**src/pkg/sfm_pkg.sv**
```systemverilog
// Constants for the receive line-overhead B2 signal-fail monitor.
// Assumes a byte-wide register port and one frame tick per received frame.
// Overview of operation
// - Eight-bit event latch at 0x110b, clear on read
// - Read-only defect state register at 0x1107
// - Cleared SD shows bit 3 low, raises event
// - Interval detector declares when window count exceeds threshold
// - Burst detector declares when its count exceeds threshold
// - Interval window is eight burst windows long
// - Interval has hysteresis; burst uses one threshold
// - Control bit 1 selects per-bit or per-frame counting
// - Per-bit mode counts each wrong B2 bit
// - Per-frame mode counts one per errored B2 byte
// - Count mode drives SF, REI-L and counter
// - Control register fields; bit 7 reads zero
// - Overall SF is OR of both detectors
// - Latched enabled event pulls interrupt low; any event sets its bit
package sfm_pkg;
    // Register offsets
    localparam logic [15:0] CTRL_ADDR = 16'h1103;
    localparam logic [15:0] STAT_ADDR = 16'h1107;
    localparam logic [15:0] EVT_ADDR = 16'h110b;
    localparam logic [15:0] EVT_EN_ADDR = 16'h1110;
    localparam logic [15:0] EVT_CLR_ADDR = 16'h1111;
    localparam logic [15:0] BWIN_HI_ADDR = 16'h1120;
    localparam logic [15:0] BWIN_LO_ADDR = 16'h1121;
    localparam logic [15:0] ISET_HI_ADDR = 16'h1122;
    localparam logic [15:0] ISET_LO_ADDR = 16'h1123;
    localparam logic [15:0] ICLR_HI_ADDR = 16'h1124;
    localparam logic [15:0] ICLR_LO_ADDR = 16'h1125;
    localparam logic [15:0] BTHR_HI_ADDR = 16'h1126;
    localparam logic [15:0] BTHR_LO_ADDR = 16'h1127;
    // Control field positions
    localparam int CTRL_SF_EN = 6;
    localparam int CTRL_SD_EN = 5;
    localparam int CTRL_DSCR_DIS = 4;
    localparam int CTRL_STD_SEL = 3;
    localparam int CTRL_REI_TYPE = 2;
    localparam int CTRL_B2_TYPE = 1;
    localparam int CTRL_B1_TYPE = 0;
    localparam logic [7:0] CTRL_RW_MASK = 8'h7f;
    // Event latch positions; defect state shares 2..0 for LOF..LOS
    localparam int EVT_SF = 7;
    localparam int EVT_SD = 6;
    localparam int EVT_REI = 5;
    localparam int EVT_B2 = 4;
    localparam int EVT_B1 = 3;
    localparam int EVT_LOF = 2;
    localparam int EVT_SEF = 1;
    localparam int EVT_LOS = 0;
    // Reset values
    localparam logic [7:0] CTRL_RST = 8'h00;
    localparam logic [7:0] EVT_EN_RST = 8'hff;
    localparam logic [15:0] BWIN_RST = 16'h0008;
    localparam logic [15:0] THR_RST = 16'hffff;
    // Interval window is burst window shifted by this amount
    localparam int INTERVAL_SHIFT = 3;
    localparam int WIN_W = 19;
endpackage

```
**src/logic/sfm_monitor.sv**
```systemverilog
// Receive line-overhead monitor: B2 tally, signal-fail detectors, defect
// state and event latch registers with interrupt.
// Assumes line-side inputs come from framer logic on sys_clk.
`timescale 1ns/1ns
module sfm_monitor (
    input wire logic sys_clk,
    input wire logic reset,
    input wire logic [15:0] addr,
    input wire logic [7:0] wr_data,
    input wire logic wr_stb,
    input wire logic rd_stb,
    output logic [7:0] rd_data,
    input wire logic frame_tick,
    input wire logic [7:0] b2_err_mask,
    input wire logic los_state,
    input wire logic sef_state,
    input wire logic lof_state,
    input wire logic rdi_state,
    input wire logic s1_unstable,
    input wire logic k1k2_unstable,
    input wire logic sd_state,
    input wire logic b1_err_pulse,
    input wire logic rei_err_pulse,
    output logic int_req_n,
    output logic sf_state,
    output logic [3:0] b2_err_incr,
    output logic [3:0] rei_l_value,
    output logic sd_enable,
    output logic descramble_disable,
    output logic frame_standard_select,
    output logic rei_err_type,
    output logic b1_err_type,
    output logic b2_per_frame
);
    logic [7:0] ctrl_reg;
    logic [7:0] evt_reg;
    logic [7:0] evt_next;
    logic [7:0] evt_en_reg;
    logic [7:0] evt_set;
    logic [7:0] evt_rd_clr;
    logic [7:0] evt_wr_clr;
    logic [15:0] bwin_reg;
    logic [15:0] iset_reg;
    logic [15:0] iclr_reg;
    logic [15:0] bthr_reg;
    logic [7:0] rd_data_next;
    logic [7:0] stat_val;
    logic [3:0] b2_popcnt;
    logic [3:0] b2_incr_now;
    logic sf_en;
    logic b2_hit;
    logic ival_sf_reg;
    logic burst_sf_reg;
    logic sf_next;
    logic [4:0] prev_reg;
    logic [4:0] cur_def;
    logic [15:0] ival_total;
    logic [15:0] burst_total;
    logic ival_done;
    logic burst_done;
    logic [sfm_pkg::WIN_W-1:0] bwin_len;
    logic [sfm_pkg::WIN_W-1:0] iwin_len;
    logic wr_ctrl;
    logic wr_en;
    logic wr_clr;
    logic rd_evt;

    // Control fields to the rest of the receiver
    assign sf_en = ctrl_reg[sfm_pkg::CTRL_SF_EN];
    assign sd_enable = ctrl_reg[sfm_pkg::CTRL_SD_EN];
    assign descramble_disable = ctrl_reg[sfm_pkg::CTRL_DSCR_DIS];
    assign frame_standard_select = ctrl_reg[sfm_pkg::CTRL_STD_SEL];
    assign rei_err_type = ctrl_reg[sfm_pkg::CTRL_REI_TYPE];
    assign b1_err_type = ctrl_reg[sfm_pkg::CTRL_B1_TYPE];
    assign b2_per_frame = ctrl_reg[sfm_pkg::CTRL_B2_TYPE];

    // Bit count of the errored B2 positions
    always_comb begin
        b2_popcnt = 4'h0;
        for (int i = 0; i < 8; i++) begin
            b2_popcnt = b2_popcnt + {3'h0, b2_err_mask[i]};
        end
    end

    // Per-frame mode counts one, per-bit mode counts every bit
    assign b2_hit = frame_tick && (b2_err_mask != 8'h00);
    assign b2_incr_now = !frame_tick ? 4'h0 :
        (b2_per_frame ? {3'h0, b2_hit} : b2_popcnt);

    // Increment to the B2 counter and REI-L value for the transmitter
    always_ff @(posedge sys_clk) begin
        if (reset) begin
            b2_err_incr <= 4'h0;
            rei_l_value <= 4'h0;
        end else begin
            b2_err_incr <= b2_incr_now;
            if (frame_tick) begin
                rei_l_value <= b2_incr_now;
            end
        end
    end

    // Window lengths: the interval window is eight burst windows
    // A zero burst window acts as one frame, so the interval is then eight
    assign bwin_len = (bwin_reg == 16'h0000) ? 19'h00001 : {3'h0, bwin_reg};
    assign iwin_len = bwin_len << sfm_pkg::INTERVAL_SHIFT;

    // Interval window accumulator
    sfm_win_counter u_ival_win (
        .sys_clk(sys_clk),
        .reset(reset),
        .clear(!sf_en),
        .frame_tick(frame_tick),
        .err_incr(b2_incr_now),
        .win_len(iwin_len),
        .total(ival_total),
        .done(ival_done)
    );

    // Burst window accumulator
    sfm_win_counter u_burst_win (
        .sys_clk(sys_clk),
        .reset(reset),
        .clear(!sf_en),
        .frame_tick(frame_tick),
        .err_incr(b2_incr_now),
        .win_len(bwin_len),
        .total(burst_total),
        .done(burst_done)
    );

    // Detector states, judged at the end of each window
    always_ff @(posedge sys_clk) begin
        if (reset || !sf_en) begin
            ival_sf_reg <= 1'b0;
            burst_sf_reg <= 1'b0;
        end else begin
            if (ival_done) begin
                if (!ival_sf_reg && ival_total > iset_reg) begin
                    ival_sf_reg <= 1'b1;
                end else if (ival_sf_reg && ival_total <= iclr_reg) begin
                    ival_sf_reg <= 1'b0;
                end
            end
            if (burst_done) begin
                burst_sf_reg <= burst_total > bthr_reg;
            end
        end
    end

    // Overall signal fail
    assign sf_next = ival_sf_reg || burst_sf_reg;
    assign sf_state = sf_next;

    // Defect state view
    assign stat_val = {rdi_state, s1_unstable, k1k2_unstable, sf_state,
        sd_state && sd_enable, lof_state, sef_state, los_state};
    assign cur_def = stat_val[4:0];

    // Events: defect changes and error pulses
    assign evt_set = {prev_reg[4] ^ cur_def[4], prev_reg[3] ^ cur_def[3],
        rei_err_pulse, b2_hit, b1_err_pulse,
        prev_reg[2] ^ cur_def[2], prev_reg[1] ^ cur_def[1],
        prev_reg[0] ^ cur_def[0]};

    // Register port decode
    assign wr_ctrl = wr_stb && addr == sfm_pkg::CTRL_ADDR;
    assign wr_en = wr_stb && addr == sfm_pkg::EVT_EN_ADDR;
    assign wr_clr = wr_stb && addr == sfm_pkg::EVT_CLR_ADDR;
    assign rd_evt = rd_stb && addr == sfm_pkg::EVT_ADDR;
    assign evt_rd_clr = rd_evt ? evt_reg : 8'h00;
    assign evt_wr_clr = wr_clr ? wr_data : 8'h00;
    // New events win over any clear in the same cycle
    assign evt_next = (evt_reg & ~(evt_rd_clr | evt_wr_clr)) | evt_set;

    // Interrupt request, low while an enabled event is latched
    assign int_req_n = ~|(evt_reg & evt_en_reg);

    // Previous defect states and event latch
    always_ff @(posedge sys_clk) begin
        if (reset) begin
            prev_reg <= 5'h00;
            evt_reg <= 8'h00;
        end else begin
            prev_reg <= cur_def;
            evt_reg <= evt_next;
        end
    end

    // Writable registers
    always_ff @(posedge sys_clk) begin
        if (reset) begin
            ctrl_reg <= sfm_pkg::CTRL_RST;
            evt_en_reg <= sfm_pkg::EVT_EN_RST;
            bwin_reg <= sfm_pkg::BWIN_RST;
            iset_reg <= sfm_pkg::THR_RST;
            iclr_reg <= sfm_pkg::THR_RST;
            bthr_reg <= sfm_pkg::THR_RST;
        end else if (wr_stb) begin
            if (wr_ctrl) begin
                ctrl_reg <= wr_data & sfm_pkg::CTRL_RW_MASK;
            end
            if (wr_en) begin
                evt_en_reg <= wr_data;
            end
            case (addr)
                sfm_pkg::BWIN_HI_ADDR: bwin_reg[15:8] <= wr_data;
                sfm_pkg::BWIN_LO_ADDR: bwin_reg[7:0] <= wr_data;
                sfm_pkg::ISET_HI_ADDR: iset_reg[15:8] <= wr_data;
                sfm_pkg::ISET_LO_ADDR: iset_reg[7:0] <= wr_data;
                sfm_pkg::ICLR_HI_ADDR: iclr_reg[15:8] <= wr_data;
                sfm_pkg::ICLR_LO_ADDR: iclr_reg[7:0] <= wr_data;
                sfm_pkg::BTHR_HI_ADDR: bthr_reg[15:8] <= wr_data;
                sfm_pkg::BTHR_LO_ADDR: bthr_reg[7:0] <= wr_data;
                default: ;
            endcase
        end
    end

    // Read mux; unmapped and write-only addresses read zero
    always_comb begin
        case (addr)
            sfm_pkg::CTRL_ADDR: rd_data_next = ctrl_reg;
            sfm_pkg::STAT_ADDR: rd_data_next = stat_val;
            sfm_pkg::EVT_ADDR: rd_data_next = evt_reg;
            sfm_pkg::EVT_EN_ADDR: rd_data_next = evt_en_reg;
            sfm_pkg::BWIN_HI_ADDR: rd_data_next = bwin_reg[15:8];
            sfm_pkg::BWIN_LO_ADDR: rd_data_next = bwin_reg[7:0];
            sfm_pkg::ISET_HI_ADDR: rd_data_next = iset_reg[15:8];
            sfm_pkg::ISET_LO_ADDR: rd_data_next = iset_reg[7:0];
            sfm_pkg::ICLR_HI_ADDR: rd_data_next = iclr_reg[15:8];
            sfm_pkg::ICLR_LO_ADDR: rd_data_next = iclr_reg[7:0];
            sfm_pkg::BTHR_HI_ADDR: rd_data_next = bthr_reg[15:8];
            sfm_pkg::BTHR_LO_ADDR: rd_data_next = bthr_reg[7:0];
            default: rd_data_next = 8'h00;
        endcase
    end

    // Read data stand one cycle after the strobe only
    always_ff @(posedge sys_clk) begin
        if (reset) begin
            rd_data <= 8'h00;
        end else begin
            rd_data <= rd_stb ? rd_data_next : 8'h00;
        end
    end
endmodule // sfm_monitor

```
**src/logic/sfm_win_counter.sv**
```systemverilog
// Jumping-window B2 error accumulator, one result per window.
// Assumes frame_tick is a one-cycle pulse per received frame.
`timescale 1ns/1ns
module sfm_win_counter (
    input wire logic sys_clk,
    input wire logic reset,
    input wire logic clear,
    input wire logic frame_tick,
    input wire logic [3:0] err_incr,
    input wire logic [sfm_pkg::WIN_W-1:0] win_len,
    output logic [15:0] total,
    output logic done
);
    logic [sfm_pkg::WIN_W-1:0] frame_cnt_reg;
    logic [15:0] acc_reg;
    logic [16:0] acc_sum;
    logic [15:0] acc_next;
    logic win_end;

    // Saturating sum; a zero length behaves as one frame
    assign acc_sum = {1'b0, acc_reg} + {13'h0000, err_incr};
    assign acc_next = acc_sum[16] ? 16'hffff : acc_sum[15:0];
    assign win_end = (frame_cnt_reg + 19'h00001) >= win_len;

    // Frame counting and result capture
    always_ff @(posedge sys_clk) begin
        if (reset || clear) begin
            frame_cnt_reg <= '0;
            acc_reg <= 16'h0000;
            total <= 16'h0000;
            done <= 1'b0;
        end else begin
            done <= 1'b0;
            if (frame_tick) begin
                if (win_end) begin
                    frame_cnt_reg <= '0;
                    acc_reg <= 16'h0000;
                    total <= acc_next;
                    done <= 1'b1;
                end else begin
                    frame_cnt_reg <= frame_cnt_reg + 19'h00001;
                    acc_reg <= acc_next;
                end
            end
        end
    end
endmodule // sfm_win_counter

```
**config.mk**
```make
export PLATFORM = sky130hd
export DESIGN_NAME = sfm_monitor
export DESIGN_NICKNAME = d
export VERILOG_FILES = /design/src/pkg/sfm_pkg.sv /design/src/logic/sfm_monitor.sv /design/src/logic/sfm_win_counter.sv
export SDC_FILE = /design/constraint.sdc
export NUM_CORES = 1
export LEC_CHECK = 0
export BUFFER_PORTS_ARGS = -buffer_cell sky130_fd_sc_hd__buf_4
export CAP_MARGIN = 15
export CORE_MARGIN = 3
export CORE_UTILIZATION = 45
export CTS_BUF_LIST = sky130_fd_sc_hd__clkbuf_4
export DETAILED_ROUTE_END_ITERATION = 16
export GPL_TIMING_DRIVEN = 0
export PLACE_DENSITY = 0.64
export SLEW_MARGIN = 0
export SYNTH_ARGS = -nofsm -noshare
export SYNTH_HDL_FRONTEND = slang
export SYNTH_HIERARCHICAL = 1
export SYNTH_SLANG_ARGS = --single-unit
```
**constraint.sdc**
```tcl
create_clock -name sys_clk -period 6.94 [get_ports sys_clk]
set_input_delay 1.388 -clock sys_clk [delete_from_list [all_inputs] [get_ports sys_clk]]
set_output_delay 1.388 -clock sys_clk [all_outputs]
set_load 0.005 [all_outputs]
```
Word level (Yosys, flattened, before mapping)
Index checks and enable logic that the tools add are counted.
{"block": "classes", "n_bitwise": 12, "eq_ne": 13, "muxes": 16, "add_sub_neg": 11, "magnitude_cmp": 5, "n_reduce_logical": 32}
{"op": "$eq A16 B13 Y1 const B", "n": 13}
{"op": "$pmux W8 S12", "n": 1}
{"op": "$mux W16", "n": 5}
{"op": "$add A19 B1 Y19 const B", "n": 2}
{"op": "$mux W19", "n": 2}
{"op": "$add A16 B4 Y17", "n": 2}
{"op": "$gt A16 B16 Y1", "n": 2}
{"op": "$reduce_and A2 Y1", "n": 13}
{"op": "$ge A19 B16 Y1", "n": 1}
{"op": "$ge A19 B19 Y1", "n": 1}
{"op": "$add A4 B1 Y4", "n": 4}
{"op": "$and A8 B8 Y8", "n": 2}
{"op": "$le A16 B16 Y1", "n": 1}
{"op": "$logic_not A16 Y1", "n": 1}
{"op": "$mux W8", "n": 2}
{"op": "$or A8 B8 Y8", "n": 2}
{"op": "$logic_and A1 B1 Y1", "n": 8}
{"op": "$mux W4", "n": 2}
{"op": "$not A8 Y8", "n": 1}
{"op": "$reduce_bool A8 Y1", "n": 1}
{"op": "$reduce_or A8 Y1", "n": 1}
{"op": "$xor A1 B1 Y1", "n": 5}
{"op": "$add A3 B1 Y4", "n": 1}
{"op": "$mux W1", "n": 4}
{"op": "7 further kinds", "n": 12}
{"block": "word_totals", "regBits": 214, "wordCells": 114, "out_inout_bits": 24, "input_bits": 46}

Depth between registers and ports, before layout
Gate-level depths: netlist of the first run.
{"block": "logic_depth", "word_depth": 12, "depth_mapped": 19, "mapped_depth_nobuf": 18}

Hierarchy
The synthesis of the first run kept the hierarchy.
{"module": "sfm_win_counter", "cells_per_inst": 427, "instances": 2, "area_per_inst_um2": 3304.4, "seq_area_each_um2": 1041.0}
{"module": "sfm_monitor", "cells_per_inst": 711, "instances": 1, "area_per_inst_um2": 6357.3, "seq_area_each_um2": 2202.1}

Worst setup path after synthesis of the first run
No wires, ideal clock.
{"block": "synth_path", "path_kind": "input port to flip-flop", "from": "in b2_err_mask[0]", "to": "reg u_burst_win.acc_reg[11]", "path_buffers": 1, "setup_ns": 0.070, "cell_stages": 18, "setup_slack_ns": 1.224, "arrival_ns": 5.645, "required_ns": 6.870, "cell_sequence": "fa_1 -> inv_1 -> fa_1 -> fa_1 -> inv_1 -> ha_1 -> inv_1 -> fa_1 -> nor2_1 -> inv_1 -> fa_1 -> nor2b_1 -> o21ai_0 -> or3_1 -> buf_2 -> a41oi_1 -> nand3_1 -> a21oi_1"}
{"block": "synth_between", "elab_chain_len": 12, "elab_cells_between_ends": 14, "cone_classes": "8 x add/sub; 4 x mux; 2 x reduce/logical"}
{"element": "from (decl)", "line_no": "sfm_monitor.sv:14", "rtl": "input wire logic [7:0] b2_err_mask,"}
{"element": "$add A1 B1 Y2", "line_no": "sfm_monitor.sv:81", "rtl": "b2_popcnt = b2_popcnt + {3'h0, b2_err_mask[i]};"}
{"element": "$add A2 B1 Y3", "line_no": "sfm_monitor.sv:81"}
{"element": "$add A3 B1 Y4", "line_no": "sfm_monitor.sv:81"}
{"element": "$add A4 B1 Y4 (4 in series)", "line_no": "sfm_monitor.sv:81"}
{"element": "$mux W4", "line_no": "sfm_monitor.sv:88", "rtl": "(b2_per_frame ? {3'h0, b2_hit} : b2_popcnt);"}
{"element": "$mux W4", "line_no": "sfm_monitor.sv:87", "rtl": "assign b2_incr_now = !frame_tick ? 4'h0 :"}
{"element": "via b2_incr_now[1]", "line_no": "sfm_monitor.sv:49", "rtl": "logic [3:0] b2_incr_now;"}
{"element": "$add A16 B4 Y17", "line_no": "sfm_win_counter.sv:21", "rtl": "assign acc_sum = {1'b0, acc_reg} + {13'h0000, err_incr};"}
{"element": "$mux W16", "line_no": "sfm_win_counter.sv:22", "rtl": "assign acc_next = acc_sum[16] ? 16'hffff : acc_sum[15:0];"}
{"element": "$mux W16", "line_no": "sfm_win_counter.sv:35", "rtl": "if (win_end) begin"}
{"element": "to (signal assigned)", "line_no": "sfm_win_counter.sv:42", "rtl": "acc_reg <= acc_next;"}
{"element": "to (decl)", "line_no": "sfm_win_counter.sv:15", "rtl": "logic [15:0] acc_reg;"}
The timed path passes the listed nets, and every way through them passes these cells.
A chain may end at the register's enable or synchronous reset.

Worst setup path in the final report of the first run
{"block": "layout_path", "from": "in b2_err_mask[0]", "to": "reg u_ival_win.acc_reg[11]"}
{"block": "layout_between", "elab_chain_len": 12, "elab_cells_between_ends": 14, "cone_classes": "8 x add/sub; 4 x mux; 2 x reduce/logical"}
{"element": "$add A1 B1 Y2", "line_no": "sfm_monitor.sv:81"}
{"element": "$add A2 B1 Y3", "line_no": "sfm_monitor.sv:81"}
{"element": "$add A3 B1 Y4", "line_no": "sfm_monitor.sv:81"}
{"element": "$add A4 B1 Y4 (4 in series)", "line_no": "sfm_monitor.sv:81"}
{"element": "$mux W4", "line_no": "sfm_monitor.sv:88"}
{"element": "$mux W4", "line_no": "sfm_monitor.sv:87"}
{"element": "via b2_incr_now[1]", "line_no": "sfm_monitor.sv:49"}
{"element": "$add A16 B4 Y17", "line_no": "sfm_win_counter.sv:21"}
{"element": "$mux W16", "line_no": "sfm_win_counter.sv:22"}
{"element": "$mux W16", "line_no": "sfm_win_counter.sv:35"}
{"element": "to (signal assigned)", "line_no": "sfm_win_counter.sv:42"}
{"element": "to (decl)", "line_no": "sfm_win_counter.sv:15"}
The timed path passes the listed nets, and every way through them passes these cells.

==> flow_summary.json, run 1 <==
{
  "vias": 12230,
  "root_buffer": "clkbuf_4",
  "vdd_drop_max_mv": 0.0961,
  "h-tree-depth": 2,
  "gp_congestion": 0.925,
  "synth_edf_count": 0,
  "synthCells": 1565,
  "gr-usage-met3": 0.0361,
  "grt.overflow.total": 0,
  "grt_pass1_vias": 11697,
  "place_ws_ns": 0.214,
  "synthDistinctLibCells": 73,
  "start_util": 0.462,
  "multi_input_area_um2": 7750,
  "fmax_mhz": 165,
  "syn_area_per_cell_um2": 8.29,
  "post-cts-setup-buffer-count": 0,
  "cts.sink_count": 214,
  "ctsHoldBuffers": 0,
  "finClkSkew_ns": 0.0739,
  "netlist_area_um2": 13000,
  "slew_violations": 0,
  "cp-start-kind": "input pin",
  "pwr-share-clk": 0.431,
  "fp.dieW_um": 176,
  "finalHoldViolations": 0,
  "required_ns": 7.55,
  "ys_ff_latch": 214,
  "grt_setup_unrepaired": "no",
  "p_comb_frac": 0.083,
  "regArea_um2": 4280,
  "final_nets": 1844,
  "grt_use_met1": 0.334,
  "synth_adder_area_share": 0.106,
  "final_common_cell": "dfxtp_1",
  "cap_viol_max_count": 0,
  "rows": 61,
  "p_sw_mw": 0.672,
  "synth-xor-area-share": 0.0324,
  "antenna_left": 0,
  "critPathMaxFanout": 10,
  "busiest_layer": "met2",
  "path_class": "input pin to register",
  "synth.area.mux_share": 0.0531,
  "clockBufferDepth": 3,
  "tns_ns": 0,
  "pin_count": 70,
  "slew_headroom": 0.362,
  "power.leakage_nw": 5.91,
  "cts_inserted_buffers": 60,
  "final_cell_mix": "dfxtp_1 (214), nor2_1 (138), inv_1 (133), nand2_1 (132), a21oi_1 (118)",
  "port_buffers": 60,
  "ys_seq_area_frac": 0.330,
  "worst_pin_slew_ns": 0.956,
  "drt-vias-per-instance": 5.82,
  "synth_top_family_by_area": "simple AND/OR/NAND/NOR gates",
  "crit_path_end_kind": "register",
  "synth-simple-area-share": 0.221,
  "swShare": 0.262,
  "drc": 0,
  "path_clk_slew_ns": 0.06,
  "yosys_warnings": 6,
  "grt_max_degree": 18,
  "fillers": 2734,
  "synthArstFlopShare": 0,
  "hold_path_class": "register to register",
  "fin_util": 0.520,
  "crit_arrival_ns": 6.65,
  "dieArea_um2": 30900,
  "period_minus_slack_ns": 6.04,
  "initialDrtViolationCount": 1016,
  "drtPass1Iterations": 6,
  "cts_resized": 0,
  "wl_per_cell_um": 19.1,
  "clkLatencyLatePin_ns": 0.72,
  "synth-main-ff-cell": "dfxtp_1",
  "core_um2": 28100,
  "period_share": 0.871,
  "antenna_found_initial": 1,
  "status": "finished, final reports clean",
  "area_growth_pct": 12.7,
  "grt_pass1_wl_um": 63400,
  "hpwl_um": 30500,
  "worst_slack_ns": 0.895,
  "die_h_um": 176,
  "cts_tree": "yes",
  "seqPwrFrac": 0.485,
  "p_int_mw": 1.89,
  "post_route_cells_drive_above_1_share": 0.135,
  "setup_viol": 0,
  "routed_wl_um": 40200,
  "synth_compound_area_frac": 0.184,
  "power.density_nw_per_um2": 176,
  "track_usage": 0.256,
  "globalRouteMet2Util": 0.427,
  "whs_ns": 0.462
}
## synth_stat cells, drive strengths merged, types with 18 or more instances
cell type | n | area (um2)
a211o | 63 | 552
a211oi | 18 | 135
a21oi | 118 | 591
a31oi | 33 | 206
and3 | 32 | 220
buf | 44 | 204
clkbuf | 64 | 243
dfxtp | 214 | 4280
ha | 100 | 1250
inv | 133 | 499
mux2i | 26 | 260
nand2 | 132 | 495
nand3 | 79 | 395
nand3b | 20 | 150
nand4 | 27 | 181
nor2 | 146 | 588
nor3 | 19 | 100
o21ai | 48 | 240
xnor2 | 34 | 298
## power groups by stage
stage          Clock (mW)  Sequential, mW  Combinational [mW]
6_report             1.11            1.25               0.214
2_1_floorplan           0            1.27               0.122
5_1_grt              1.19            1.25               0.234
3_3_place_gp            0            1.27               0.210
3_5_place_dp            0            1.27               0.212
4_1_cts              1.13            1.25               0.213
## cell type report
cell class,count,share of cell area
Antenna cell,1,0.000171
Buffer,108,0.0306
Clock buffer,83,0.0427
Clock inverter,10,0.00505
Inverter,133,0.0342
Multi-Input combinational cell,1115,0.531
Sequential cell,214,0.293
Tap cell,378,0.0324
Timing Repair Buffer,60,0.0308
## cell families after synthesis
| family | count (synthesis) |
|---|---|
| buf+inv | 241 |
| other cells | 1 |
| compound gates | 358 |
| simple gates | 549 |
| fa+ha+maj | 106 |
| mux | 48 |
| flops | 214 |
| xor+xnor | 48 |
## path summary, 6_finish.rpt
path / from / end / slack (ns) / cells past startpoint
setup / recovery: b2_err_mask[0] / u_ival_win/acc_reg[11] / 0.90 / 19
hold / removal: u_burst_win/acc_reg[0] / u_burst_win/acc_reg[0] / 0.46 / 2
setup reg to reg: u_burst_win/frame_cnt_reg[0] / u_burst_win/acc_reg[4] / 2.71 / 14
hold reg to reg: u_burst_win/acc_reg[0] / u_burst_win/acc_reg[0] / 0.46 / 2
## per-stage QoR
stage                     power [mW]  instance area, um2  std cells
after CTS                       2.59               14600       2101
final                           2.57               14600       2102
after global routing            2.67               14600       2102
after detailed placement        1.48               13900       2008
after global placement          1.48               13900       2008
after floorplan                 1.39               13000       1570
## worst max-delay path, cell delays in order
cell and delay [ns]:
buf_4 0.12, fa_1 0.52, inv_1 0.05, fa_1 0.44
fa_1 0.48, inv_1 0.05, ha_1 0.19, inv_1 0.07
fa_1 0.43, nor2_1 0.53, inv_1 0.15, fa_1 0.48
nor2b_1 0.23, o21ai_0 0.23, or3_1 0.40, buf_2 0.20
a41oi_1 0.42, nand3_1 0.13, a21oi_1 0.16
## layer usage
metal  vias to the layer above  wire length, um
met4                         0             1530
met1                      5799            17500
met2                       456            18600
met5                         -                0
li1                       5868                -
met3                       107             2540
Power figures use the tool's default switching activity.
==> inputs of run 2 (changes only) <==
Settings changed: SYNTH_HIERARCHICAL 1 to not set.
==> run 2 against run 1 <==
Compared with the run above: critical path depth unchanged; via count is 8.1% lower; cell count fell by 8.1%; critical path type unchanged; setup slack improved by 0.092 ns.
==> flow_summary.json, run 2 <==
{
  "fmax_mhz": 168,
  "path_class": "input pin to register",
  "vdd_drop_max_mv": 0.115,
  "power.leakage_nw": 6.16,
  "yosysMostFrequentCell": "dfxtp_1",
  "ys_ff_latch": 214,
  "synth.area.top_cells": "dfxtp_1 (36%), ha_1 (9.8%), nand2_1 (6.0%)",
  "power.density_nw_per_um2": 186,
  "final_cell_mix": "dfxtp_1 (214), nand2_1 (192), a21oi_1 (95), ha_1 (94), inv_1 (91)",
  "synthArstFlopShare": 0,
  "synthCells": 1427,
  "post_route_cells_drive_above_1_share": 0.120,
  "status": "finished, final reports clean",
  "hold_path_class": "register to register",
  "period_share": 0.858,
  "antenna_left": 0,
  "cts_resized": 0,
  "grt_pass1_wl_um": 58900,
  "critPathMaxFanout": 10,
  "critPathTopFamily": "adder cells",
  "crit_buf_inv": 5,
  "netlist_area_um2": 12000,
  "synthTopCellsByCount": "dfxtp_1 (214), nand2_1 (192), a21oi_1 (95), ha_1 (94), inv_1 (91)",
  "clockBufferDepth": 3,
  "die_h_um": 169,
  "drt-vias-per-instance": 5.82,
  "placed_area_um2": 12900,
  "slew_headroom": 0.316,
  "cts.sink_count": 214,
  "crit_arrival_ns": 6.47,
  "cts_inserted_buffers": 58,
  "path_common_cell": "fa_1",
  "required_ns": 7.45,
  "gp_congestion": 0.949,
  "core_um2": 26100,
  "cap_viol_max_count": 0,
  "cts_tree": "yes",
  "grt.overflow.total": 0,
  "finClkSkew_ns": 0.0427,
  "antenna_found_initial": 1,
  "finalHoldViolations": 0,
  "yosysTopAreaCell": "dfxtp_1",
  "start_util": 0.458,
  "yosys_warnings": 0,
  "cp-start-kind": "input pin",
  "pin_count": 70,
  "period_minus_slack_ns": 5.95,
  "syn_nets": 1573,
  "drc": 0,
  "worst_pin_slew_ns": 1.02,
  "ff2ff_path_depth": 15,
  "grt_pass1_vias": 10611,
  "syn_area_per_cell_um2": 8.39,
  "slew_violations": 0,
  "final_nets": 1698,
  "h-tree-depth": 2,
  "post-cts-setup-buffer-count": 0,
  "synthDistinctLibCells": 71,
  "cpMaxStageDelayCell": "fa_1",
  "wl_per_cell_um": 19.5,
  "rows": 59,
  "crit_path_end_kind": "register",
  "grt_max_degree": 15,
  "worst-path-stages": 19,
  "slowest_delay_ns": 0.55,
  "grt_setup_unrepaired": "no",
  "yosys.area.top_type_share": 0.358,
  "final_cell_area_um2": 13600,
  "path_cells": "buf_4 > inv_1 > fa_1 > fa_1 > fa_1 > inv_1 > ha_1 > o21ai_0 > inv_1 > ha_1 > fa_1 > a21o_1 > a21oi_1 > nor2_1 > nand2_1 > clkbuf_1 > o21ai_0 > nor3_1 > nor3_1",
  "ys_seq_area_frac": 0.358,
  "hpwl_um": 28600,
  "initialDrtViolationCount": 1061,
  "vias": 11241,
  "ctsHoldBuffers": 0,
  "synth_edf_count": 0,
  "routed_wl_um": 37700,
  "area_growth_pct": 13.5,
  "port_buffers": 65,
  "final_common_cell": "dfxtp_1",
  "setup_viol": 0,
  "root_buffer": "clkbuf_4",
  "clkLatencyLatePin_ns": 0.69,
  "holdPathStages": 2,
  "track_usage": 0.258,
  "synth-main-ff-cell": "dfxtp_1",
  "path_clk_slew_ns": 0.06,
  "fp.dieW_um": 169,
  "drtPass1Iterations": 8,
  "tns_ns": 0,
  "dieArea_um2": 28600
}
==> run 2: cell types whose count changed after synthesis, moves of 14 or more <==
cell / change
o211ai_1: +28
a22o_1: +48
buf_2: -17
a211o_1: -59
inv_1: -42
nand3b_1: -16
a21oi_1: -23
a211oi_1: -14
nor2_1: -66
nand2_1: +60
a31oi_1: -22
==> run 2: report_power, final <==
part	total (mW)	internal, mW	leakage (nW)	switching [mW]
registers	1.24	1.24	1.73	0.00596
logic	0.189	0.0689	4.01	0.120
clock network	1.09	0.548	0.423	0.542
==> run 2: logic make-up after synthesis <==
| group | Yosys count | share of synthesized area |
|---|---|---|
| buffers and inverters | 169 | 0.0548 |
| flip-flops | 214 | 0.358 |
| XOR/XNOR | 54 | 0.0395 |
| AND/OR/NAND/NOR | 499 | 0.201 |
| adder cells (fa/ha/maj) | 100 | 0.108 |
| AO/OA/AOI/OAI | 356 | 0.204 |
| multiplexers | 35 | 0.0347 |
==> run 2: routing by layer <==
layer | wire length (um) | track usage | up-vias | part of all wire
li1 | - | - | 5461 | -
met1 | 17100 | 0.352 | 5279 | 0.45
met2 | 16800 | 0.410 | 412 | 0.45
met3 | 2470 | 0.0441 | 89 | 0.066
met4 | 1310 | 0.0989 | 0 | 0.035
met5 | 0 | 0 | - | 0
==> run 2: path summary, 6_finish.rpt <==
path | to | start | slack [ns]
setup / recovery | u_ival_win.total[8] | b2_err_mask[0] | 0.99
hold / removal | rei_l_value[0] | rei_l_value[0] | 0.46
hold reg to reg | rei_l_value[0] | rei_l_value[0] | 0.46
setup reg to reg | u_ival_win.total[7] | u_ival_win.frame_cnt_reg[0] | 2.10
==> run 2: metrics by stage <==
stage / setup slack (ns) / total power, mW / hold slack [ns] / std cells / util
2_1_floorplan: 1.29 / 1.37 / 0.429 / 1427 / -
3_3_place_gp: 0.374 / 1.46 / 0.441 / 1827 / 0.493
3_5_place_dp: 0.361 / 1.46 / 0.452 / 1827 / 0.493
4_1_cts: 1.06 / 2.54 / 0.465 / 1930 / 0.520
5_1_grt: 0.711 / 2.63 / 0.495 / 1931 / 0.520
6_report: 0.987 / 2.52 / 0.458 / 1931 / 0.520
==> run 2: final cells by class <==
cell class	instances	area (um2)
Inverter	92	345
Fill cell	2606	12600
Tap cell	335	419
Timing Repair Buffer	65	488
Clock inverter	20	78.8
Sequential cell	214	4280
Multi-Input combinational cell	1044	7030
Buffer	77	310
Clock buffer	83	623
Antenna cell	1	2.50
==> run 2: tightest hold or removal path: stages, from the launching register on <==
cell	delay [ns]
dfxtp_1	0.31
nand2_1	0.05
a21oi_1	0.05
==> inputs of run 3 (changes only) <==
Settings changed: CORE_UTILIZATION 45 to 50, PLACE_DENSITY 0.64 to 0.7.
==> run 3 against run 2 <==
Compared with the run above: total power grew 1.3%; combinational power barely moved; worst hold slack improved by 0.0023 ns; global-route usage is 2.1 points higher; largest power group unchanged; setup slack improved by 0.067 ns; critical endpoint unchanged; clock skew down 0.0017 ns; count of clock-buffer cells in the layout increased by 2; register-to-register slack improved by 0.02 ns; non-clock buffer count unchanged; fmax increased by 1.1%; clock power hardly changed; flip-flop and latch count stayed put.
==> flow_summary.json, run 3 (same netlist as run 2, synthesis figures left out) <==
{
  "period_minus_slack_ns": 5.89,
  "critPathMaxFanout": 10,
  "hold_path_class": "register to register",
  "crit_arrival_ns": 6.45,
  "power.density_nw_per_um2": 188,
  "vdd_drop_max_mv": 0.107,
  "post_route_cells_drive_above_1_share": 0.122,
  "cts.sink_count": 214,
  "start_util": 0.519,
  "hpwl_um": 27600,
  "cts_resized": 0,
  "wl_per_cell_um": 19.3,
  "cts_tree": "yes",
  "path_clk_slew_ns": 0.07,
  "core_um2": 23100,
  "fmax_mhz": 170,
  "finalHoldViolations": 0,
  "drc": 0,
  "tns_ns": 0,
  "clkLatencyLatePin_ns": 0.71,
  "setup_viol": 0,
  "power.leakage_nw": 6.16,
  "path_class": "input pin to register",
  "grt.overflow.total": 0,
  "rows": 55,
  "period_share": 0.848,
  "wl_met2_um": 16200,
  "slew_violations": 0,
  "worst_pin_slew_ns": 1.10,
  "final_cell_area_um2": 13600,
  "status": "finished, final reports clean",
  "final_nets": 1697,
  "drtPass1Iterations": 6,
  "slew_headroom": 0.261,
  "crit_path_end_kind": "register",
  "p_comb_frac": 0.074,
  "p_int_mw": 1.90,
  "final_common_cell": "dfxtp_1",
  "pwr-share-clk": 0.439,
  "seqPwrFrac": 0.487,
  "wl_met1_um": 16100,
  "final_cell_mix": "dfxtp_1 (214), nand2_1 (192), a21oi_1 (95), ha_1 (94), inv_1 (91)",
  "grt_pass1_vias": 10653,
  "die_h_um": 161,
  "cts_inserted_buffers": 57,
  "required_ns": 7.50,
  "placed_area_um2": 12800,
  "root_buffer": "clkbuf_4",
  "grt_setup_unrepaired": "no",
  "cp-start-kind": "input pin",
  "ctsHoldBuffers": 0,
  "power_mw": 2.56,
  "clockBufferDepth": 3,
  "finClkSkew_ns": 0.0410,
  "p_sw_mw": 0.659,
  "area_growth_pct": 13.3,
  "grt_pass1_wl_um": 57800,
  "top_layer": "met4",
  "swShare": 0.258,
  "initialDrtViolationCount": 1174,
  "track_usage": 0.279,
  "h-tree-depth": 2,
  "antenna_left": 0,
  "antenna_found_initial": 2,
  "routed_wl_um": 36800,
  "pin_count": 70,
  "post-cts-setup-buffer-count": 0,
  "fp.dieW_um": 161,
  "grt_max_degree": 16,
  "port_buffers": 65,
  "vias": 11428,
  "drt-vias-per-instance": 6.01,
  "gp_congestion": 0.984,
  "fillers": 2147,
  "dieArea_um2": 25800,
  "routed-wl-met3_um": 3120,
  "cap_viol_max_count": 0
}
==> run 3: changes by cell type in the layout (fill, tap and decap cells not counted) <==
| cell | previous run | this run |
|---|---|---|
| inv_2 | 1 | 0 |
| clkbuf_4 | 83 | 85 |
| bufinv_16 | 0 | 1 |
| clkinv_1 | 17 | 9 |
| diode_2 | 1 | 2 |
| clkinvlp_4 | 0 | 1 |
| clkinv_2 | 3 | 1 |
==> run 3: area by class of cell <==
type,instances,area (um2),area share
antenna,2,5.00,0.000369
buffer,77,310,0.0229
clock buffer,85,638,0.0470
clock inverter,11,72.6,0.00535
inverter,92,345,0.0255
multi-input combinational,1044,7030,0.518
sequential,214,4280,0.316
tap,313,392,0.0289
timing repair buffer,65,488,0.0360
==> run 3: worst paths after layout <==
| path | cells past startpoint | end | slack [ns] | start |
|---|---|---|---|---|
| setup reg to reg | 15 | u_ival_win.total[13] | 2.12 | u_ival_win.frame_cnt_reg[0] |
| setup / recovery | 19 | u_ival_win.total[8] | 1.05 | b2_err_mask[0] |
| hold reg to reg | 2 | u_burst_win.total[11] | 0.46 | u_burst_win.total[11] |
| hold / removal | 2 | u_burst_win.total[11] | 0.46 | u_burst_win.total[11] |
==> run 3: layer usage <==
metal | vias up | track usage
met4 | 0 | 0.116
li1 | 5436 | -
met3 | 90 | 0.0500
met2 | 507 | 0.440
met5 | - | 0
met1 | 5395 | 0.378
==> run 3: power by group through the flow <==
stage	Combinational [mW]	Clock, mW	Sequential (mW)
floorplan	0.101	0	1.27
global placement	0.182	0	1.27
detailed placement	0.186	0	1.27
CTS	0.187	1.14	1.24
global route	0.207	1.20	1.24
finish	0.189	1.12	1.24
==> run 3: critical path: stages <==
cell and delay, ns:
buf_4 0.07, inv_1 0.06, fa_1 0.56, fa_1 0.43, fa_1 0.49, inv_1 0.04
ha_1 0.26, o21ai_0 0.41, inv_1 0.27, ha_1 0.31, fa_1 0.42, a21o_1 0.21
a21oi_1 0.22, nor2_1 0.15, nand2_1 0.17, clkbuf_1 0.39, o21ai_0 0.29, nor3_1 0.23
nor3_1 0.06
==> run 3: metrics by stage <==
stage	std cells	utilization	worst slack, ns	hold WS, ns
global placement	1805	0.557	0.411	0.441
finish	1903	0.588	1.05	0.461
CTS	1901	0.588	1.13	0.465
detailed placement	1805	0.557	0.417	0.453
floorplan	1427	-	1.29	0.429
global route	1903	0.588	0.861	0.492
